<file path="config.mk">
export PLATFORM = sky130hd
export DESIGN_NAME = pep_host
export DESIGN_NICKNAME = d
export VERILOG_FILES = /design/src/design/pep_pkg.sv /design/src/design/pep_host.sv
export SDC_FILE = /design/constraint.sdc
export NUM_CORES = 1
export LEC_CHECK = 0
export BUFFER_PORTS_ARGS = -buffer_cell sky130_fd_sc_hd__buf_2
export CORE_MARGIN = 8
export CORE_UTILIZATION = 55
export DETAILED_ROUTE_END_ITERATION = 8
export PLACE_DENSITY_LB_ADDON = 0.2
export SYNTH_ARGS = -nofsm -noshare
export SYNTH_HDL_FRONTEND = slang
export SYNTH_SLANG_ARGS = --single-unit
export TNS_END_PERCENT = 20
</file>
<file path="constraint.sdc">
create_clock -name mclk -period 4.46 [get_ports mclk]
set_input_delay 0.446 -clock mclk [delete_from_list [all_inputs] [get_ports mclk]]
set_output_delay 0.446 -clock mclk [all_outputs]
set_load 0.01 [all_outputs]
</file>
<file path="src/design/pep_pkg.sv">
// package of constants for the paged memory host controller
package pep_pkg;
  localparam int CLK_MHZ = 250;
  // pin timing figures, in ns
  localparam int T_SETUP_NS = 50;
  localparam int T_PULSE_NS = 100;
  localparam int T_PULSE_HIGH_NS = 50;
  localparam int T_READ_NS = 150;
  localparam int T_HOLD_NS = 50;
  // derived cycle counts, least times rounded up
  localparam int SETUP_CYC = (T_SETUP_NS * CLK_MHZ + 999) / 1000;
  localparam int PULSE_CYC = (T_PULSE_NS * CLK_MHZ + 999) / 1000;
  localparam int PULSE_HIGH_CYC = (T_PULSE_HIGH_NS * CLK_MHZ + 999) / 1000;
  localparam int READ_CYC = (T_READ_NS * CLK_MHZ + 999) / 1000;
  localparam int HOLD_CYC = (T_HOLD_NS * CLK_MHZ + 999) / 1000;
  // byte load window, longest time, rounded down, in us
  localparam int BYTE_LOAD_WINDOW_US = 150;
  localparam int BYTE_LOAD_WINDOW_CYC = BYTE_LOAD_WINDOW_US * CLK_MHZ;
  // programming and erase times, in us
  localparam int PROG_STD_US = 10000;
  localparam int PROG_FAST_US = 3000;
  localparam int ERASE_US = 10000;
  localparam int PROG_STD_CYC = PROG_STD_US * CLK_MHZ;
  localparam int PROG_FAST_CYC = PROG_FAST_US * CLK_MHZ;
  localparam int ERASE_CYC = ERASE_US * CLK_MHZ;
  localparam int ERASE_EDGE_US = 5;
  localparam int ERASE_EDGE_CYC = ERASE_EDGE_US * CLK_MHZ;
  // field positions
  localparam int ADDR_W = 15;
  localparam int PAGE_LSB = 6;
  localparam int POLL_BIT = 7;
  localparam int TOGGLE_BIT = 6;
  localparam int CNT_W = 32;
  typedef enum logic [1:0] {
    PEP_OP_READ,
    PEP_OP_WRITE,
    PEP_OP_ERASE
  } pep_op_t;
endpackage : pep_pkg

</file>
<file path="src/design/pep_host.sv">
// host controller driving the paged memory pins
`timescale 1ns/1ns
`default_nettype none
// Operation
// - erase: enable high voltage, strobe low 10ms
// - next strobe within 150us in page
// - same page lines on every strobe fall
// - enable stays high while strobe, select low
module pep_host
  import pep_pkg::*;
#(
  parameter int PROG_CYC = PROG_STD_CYC, // worst programming time, shorten in sim
  parameter int WINDOW_CYC = BYTE_LOAD_WINDOW_CYC, // byte load window
  parameter int ERASE_TIME_CYC = ERASE_CYC, // erase strobe length
  parameter int ERASE_EDGE_TIME_CYC = ERASE_EDGE_CYC // erase setup and hold
) (
  input wire logic mclk, // system clock
  input wire logic rst_n, // async reset, active low
  input wire logic req_valid, // request present
  output logic req_ready, // request taken this cycle
  input wire logic [1:0] req_op, // pep_op_t code
  input wire logic [ADDR_W-1:0] req_addr, // byte address
  input wire logic [7:0] req_wdata, // write byte
  input wire logic req_last, // last byte of a page load
  input wire logic use_poll, // wait end by polling, else timer
  output logic rsp_valid, // one-cycle done pulse
  output logic [7:0] rsp_rdata, // read byte
  output logic busy, // controller neither idle nor waiting in an open page
  output logic chip_sel_n, // select pin, low active
  output logic out_en_n, // output enable pin, low active
  output logic erase_high_voltage_level, // raise enable to erase voltage
  output logic write_strobe_n, // write strobe pin, low active
  output logic [ADDR_W-1:0] mem_addr, // address pins
  input wire logic [7:0] data_i, // data pins sensed
  output logic [7:0] data_o, // data pins driven
  output logic data_oe // high while host drives data
);
  typedef enum logic [3:0] {
    PEP_IDLE, PEP_WSETUP, PEP_WPULSE, PEP_WHIGH, PEP_WWAIT,
    PEP_PROG, PEP_POLL, PEP_RSETUP, PEP_RREAD, PEP_ESETUP, PEP_EPULSE, PEP_EHOLD
  } pep_state_t;

  pep_state_t state_reg, state_next; // sequencer state
  logic [CNT_W-1:0] cnt_reg, cnt_next; // phase timer
  logic [CNT_W-1:0] win_reg, win_next; // time since last strobe fall
  logic [ADDR_W-1:0] addr_reg, addr_next; // address pins
  logic [ADDR_W-1:0] last_reg, last_next; // address of last byte written, for polling
  logic [7:0] wdat_reg, wdat_next; // data pins
  logic [7:0] exp_reg, exp_next; // last written byte
  logic [7:0] rdat_reg, rdat_next; // read result
  logic cs_reg, cs_next, oe_reg, oe_next, we_reg, we_next, hv_reg, hv_next, doe_reg, doe_next;
  logic done_reg, done_next; // response pulse
  logic lst_reg, lst_next; // page load closes after this byte
  logic poll_reg, poll_next; // polling mode latched

  // outputs straight from flops, busy decoded from the state, req_ready from the state, the request and the held page address
  assign chip_sel_n = cs_reg;
  assign out_en_n = oe_reg;
  assign write_strobe_n = we_reg;
  assign erase_high_voltage_level = hv_reg;
  assign mem_addr = addr_reg;
  assign data_o = wdat_reg;
  assign data_oe = doe_reg;
  assign rsp_valid = done_reg;
  assign rsp_rdata = rdat_reg;
  assign busy = (state_reg != PEP_IDLE) && (state_reg != PEP_WWAIT);
  // take requests only when idle or inside an open page load
  assign req_ready = req_valid && ((state_reg == PEP_IDLE) ||
    ((state_reg == PEP_WWAIT) && (pep_op_t'(req_op) == PEP_OP_WRITE) &&
     (req_addr[ADDR_W-1:PAGE_LSB] == addr_reg[ADDR_W-1:PAGE_LSB])));

  // next state and pin values
  always_comb begin
    state_next = state_reg;
    cnt_next = cnt_reg + 32'h1;
    win_next = win_reg + 32'h1;
    addr_next = addr_reg;
    last_next = last_reg;
    wdat_next = wdat_reg;
    exp_next = exp_reg;
    rdat_next = rdat_reg;
    cs_next = cs_reg;
    oe_next = oe_reg;
    we_next = we_reg;
    hv_next = hv_reg;
    doe_next = doe_reg;
    done_next = 1'b0;
    lst_next = lst_reg;
    poll_next = poll_reg;
    unique case (state_reg)
      PEP_IDLE: begin
        // parked in standby, device floats its pins
        cs_next = 1'b1;
        oe_next = 1'b1;
        we_next = 1'b1;
        doe_next = 1'b0;
        if (req_ready) begin
          addr_next = req_addr;
          wdat_next = req_wdata;
          lst_next = req_last;
          poll_next = use_poll;
          cnt_next = '0;
          cs_next = 1'b0;
          unique case (pep_op_t'(req_op))
            PEP_OP_WRITE: begin
              doe_next = 1'b1; // enable held high so device is off the bus
              state_next = PEP_WSETUP;
            end
            PEP_OP_ERASE: begin
              state_next = PEP_ESETUP;
            end
            default: begin
              oe_next = 1'b0;
              state_next = PEP_RSETUP;
            end
          endcase
        end
      end
      PEP_WSETUP: if (cnt_reg >= CNT_W'(SETUP_CYC - 1)) begin
        // strobe falls with select low and enable high
        we_next = 1'b0;
        cnt_next = '0;
        win_next = '0;
        state_next = PEP_WPULSE;
      end
      PEP_WPULSE: if (cnt_reg >= CNT_W'(PULSE_CYC - 1)) begin
        we_next = 1'b1; // data latched on this rise
        cnt_next = '0;
        last_next = addr_reg;
        exp_next = wdat_reg;
        state_next = PEP_WHIGH;
      end
      PEP_WHIGH: if (cnt_reg >= CNT_W'(PULSE_HIGH_CYC - 1)) begin
        doe_next = 1'b0;
        state_next = lst_reg ? PEP_PROG : PEP_WWAIT;
        cnt_next = '0;
      end
      PEP_WWAIT: begin
        // open page; strobe keeps enable high throughout
        if (req_ready) begin
          addr_next = req_addr; // low six bits pick the byte
          wdat_next = req_wdata;
          lst_next = req_last;
          doe_next = 1'b1;
          cnt_next = '0;
          state_next = PEP_WSETUP;
        end else if (win_reg >= CNT_W'(WINDOW_CYC / 2)) begin
          // margin against the window, device then programs
          lst_next = 1'b1;
          cnt_next = '0;
          state_next = PEP_PROG;
        end
      end
      PEP_PROG: begin
        // either wait the worst case or poll the status pins
        cs_next = 1'b1;
        if (poll_reg && cnt_reg >= CNT_W'(READ_CYC)) begin
          addr_next = last_reg;
          cs_next = 1'b0;
          oe_next = 1'b0;
          cnt_next = '0;
          state_next = PEP_POLL;
        end else if (cnt_reg >= CNT_W'(PROG_CYC)) begin
          done_next = 1'b1;
          state_next = PEP_IDLE;
        end
      end
      PEP_POLL: if (cnt_reg >= CNT_W'(READ_CYC)) begin
        cs_next = 1'b1;
        oe_next = 1'b1;
        cnt_next = '0;
        // true bit back means programming over
        if (data_i[POLL_BIT] == exp_reg[POLL_BIT]) begin
          done_next = 1'b1;
          state_next = PEP_IDLE;
        end else begin
          state_next = PEP_PROG;
        end
      end
      PEP_RSETUP: if (cnt_reg >= CNT_W'(READ_CYC - 1)) begin
        rdat_next = data_i;
        cnt_next = '0;
        cs_next = 1'b1;
        oe_next = 1'b1;
        state_next = PEP_RREAD;
      end
      PEP_RREAD: if (cnt_reg >= CNT_W'(HOLD_CYC - 1)) begin
        done_next = 1'b1;
        state_next = PEP_IDLE;
      end
      PEP_ESETUP: begin
        hv_next = 1'b1;
        if (cnt_reg >= CNT_W'(ERASE_EDGE_TIME_CYC)) begin
          we_next = 1'b0;
          cnt_next = '0;
          state_next = PEP_EPULSE;
        end
      end
      PEP_EPULSE: if (cnt_reg >= CNT_W'(ERASE_TIME_CYC)) begin
        we_next = 1'b1;
        cnt_next = '0;
        state_next = PEP_EHOLD;
      end
      PEP_EHOLD: if (cnt_reg >= CNT_W'(ERASE_EDGE_TIME_CYC)) begin
        hv_next = 1'b0;
        cs_next = 1'b1;
        done_next = 1'b1;
        state_next = PEP_IDLE;
      end
      default: state_next = PEP_IDLE;
    endcase
  end

  // register stage
  always_ff @(posedge mclk or negedge rst_n) begin
    if (!rst_n) begin
      state_reg <= PEP_IDLE;
      cnt_reg <= '0;
      win_reg <= '0;
      addr_reg <= '0;
      last_reg <= '0;
      wdat_reg <= 8'h00;
      exp_reg <= 8'h00;
      rdat_reg <= 8'h00;
      cs_reg <= 1'b1;
      oe_reg <= 1'b1;
      we_reg <= 1'b1;
      hv_reg <= 1'b0;
      doe_reg <= 1'b0;
      done_reg <= 1'b0;
      lst_reg <= 1'b0;
      poll_reg <= 1'b0;
    end else begin
      state_reg <= state_next;
      cnt_reg <= cnt_next;
      win_reg <= win_next;
      addr_reg <= addr_next;
      last_reg <= last_next;
      wdat_reg <= wdat_next;
      exp_reg <= exp_next;
      rdat_reg <= rdat_next;
      cs_reg <= cs_next;
      oe_reg <= oe_next;
      we_reg <= we_next;
      hv_reg <= hv_next;
      doe_reg <= doe_next;
      done_reg <= done_next;
      lst_reg <= lst_next;
      poll_reg <= poll_next;
    end
  end
endmodule : pep_host
`default_nettype wire

</file>
==> run metrics <==
run status completed; TritonCTS clock tree yes; family with the most delay on the worst path simple AND/OR/NAND/NOR gates; postcts setup bufs 0; Nets 762; Buf+Inv Stages, Crit Path 1; Die Y 124 um; register area share after synthesis 48.1%; Ant. Diodes 0; layout cells sized above 1 22.5%; DR WL met2 7.36 mm; Reg area 0.00308 mm2; number of port buffers 76; flop2flop setup slack 1450 ps; clk_skew 11.0 ps; crit-path max FO 11; post-synth cell types 61; Worst-Skew Late Latency 420 ps; vias in the first global route 5202; Largest stage delay, worst path 720 ps; post-DP HPWL 9.90 mm; post-cts repair resize count 0; Pins Over Slew Limit 0; Worst Setup Path Type flop to output port; TritonRoute pass-1 iters 5; Power per Cell Area 577 mW/mm2; final WL 14.5 mm; Arrival @ worst endpoint 2920 ps; Fin. Hold Viols 0; fin crit share 75.4%; Residual DRC 0; hold_buf cts 0; Mapped Cells 644; Antenna Violating Nets Remaining 0; M1 WL 6.08 mm; Clock Path Buffers 2; wire per inst 16.6 um; die area 0.0154 mm2; Clock Tree Root clkbuf_16; unrepaired setup endpoints after global routing false; Critical Path Sink Type output port; Clock transition at path regs 50 ps; io pins 77; CTS Buf Count 17; DRT iter0 DRCs 322; multi-input logic area 0.00317 mm2; Async S/R FF share, synth 100%; net count after synthesis 690; first-pass GRT wire length 24.6 mm; vias per inst 5.73; # setup viols final 0; FMAX 297 MHz; clk sinks 123; critical path launch point type flop; via count 4998; Top Layer Used met4; worst hold margin 141 ps; Initial Util 56.3%; Req. time, crit path 4010 ps; GRT Total Usage 20.2%; relative slew slack 37.2%; worst min-delay path class primary input to async pin; maxcap violations 0; Final Core Density 65.7%; largest net degree at the start of global routing 124; fill count 930; CP max stage cell nor2_1; Worst-Margin Slew 941 ps; initial antenna violation count 0; Top FF cell, synth dfrtp_1; cell area after synthesis 0.00640 mm2; Synth Area per Inst 9.94 um2; FF+latch count, synth 123; met3 wire length 783 um; Core Region 0.0114 mm2; Routability Congestion 0.875; die width 124 um; Setup TNS Final 0 ps; aggregate global routing overflow 0; H-tree Lvls 4; YS warnings 0; worst path cell trace xor2_1 -> or4_4 -> nor4_4 -> mux2i_1 -> nor2_1 -> buf_2; VDD IR-drop max 0.456 mV; Synth-to-Final Area Change 16.6%; leakage 3.48 nW; minimum clock period 3360 ps; Post-synth EDFFs 0; # rows 39
## where the power goes
group / internal, mW / switching (mW) / total, mW
logic: 0.560 / 0.756 / 1.32
clock network: 0.845 / 0.488 / 1.33
registers: 1.38 / 0.277 / 1.66
## path summary, 6_finish.rpt
kind,start,end,cells after the start
min in group mclk,data_i[0],rsp_rdata[0],2
worst max-delay path,mem_addr[13],req_ready,6
worst max register to register,cnt_reg[26],mem_addr[11],5
worst min register to register,mem_addr[4],mem_addr[4],2
max in group asynchronous,rst_n,data_o[5],2
worst min-delay path,rst_n,cnt_reg[16],2
## worst register-to-register path: cells and delay by family, from the launching register on
family / cells / cell delay, ps
flops: 1 / 410
compound gates: 3 / 1590
simple gates: 2 / 830
## cells in the final DEF (no fill, tap or decap), types with 12 or more instances in the layout
cell type	count
mux2_2	36
nor2_1	90
dfrtp_1	120
nand4_1	14
xor2_1	48
mux2i_1	18
nand3_1	29
and3_1	12
xnor2_1	20
nand2_1	70
clkbuf_16	17
o21ai_0	36
buf_2	75
## through the flow
stage	total power [mW]	instances	cell area [um2]	setup WS, ps
4_1_cts	4.34	872	7470	1050
5_1_grt	4.56	872	7470	910
2_1_floorplan	2.57	644	6400	1990
6_report	4.31	872	7470	1100
3_5_place_dp	2.99	840	6890	1360
3_3_place_gp	2.92	840	6890	1440
## area by class of cell
cell class / instances / share of cell area (%)
Clock buffer: 20 / 6.12
Clock inverter: 12 / 1.64
Inverter: 8 / 0.402
Multi-Input combinational cell: 486 / 42.5
Sequential cell: 123 / 41.3
Tap cell: 143 / 2.40
Timing Repair Buffer: 80 / 5.70
## cell usage after synthesis, types with 8 or more instances
cell type / count / share of area [%]
mux2i_1: 18 / 2.8
xor2_1: 48 / 6.6
dfrtp_1: 120 / 47
nand3_1: 29 / 2.3
and4_1: 8 / 1.1
nor4_1: 12 / 1.2
ha_1: 8 / 1.6
mux2_2: 36 / 6.3
nor2_1: 91 / 5.3
and3_1: 12 / 1.2
nand4_1: 14 / 1.4
inv_1: 8 / 0.47
clkbuf_1: 19 / 1.1
xnor2_1: 20 / 2.7
a21oi_1: 11 / 0.86
nor3_1: 10 / 0.78
nand2_1: 70 / 4.1
o21ai_0: 36 / 2.8
## layer usage
layer | vias to the layer above | GRT usage, %
met2 | 119 | 33.7
li1 | 2382 | -
met5 | - | 0
met4 | 0 | 7.73
met3 | 21 | 5.98
met1 | 2476 | 24.3
## logic make-up after synthesis
group | Yosys count | synth area share (%)
AO/OA/AOI/OAI | 75 | 7.76
XOR/XNOR | 68 | 9.30
adder cells (fa/ha/maj) | 8 | 1.56
buffers and inverters | 35 | 2.48
flip-flops | 123 | 48.1
multiplexers | 54 | 9.14
AND/OR/NAND/NOR | 281 | 21.6
Power figures use the tool's default switching activity.
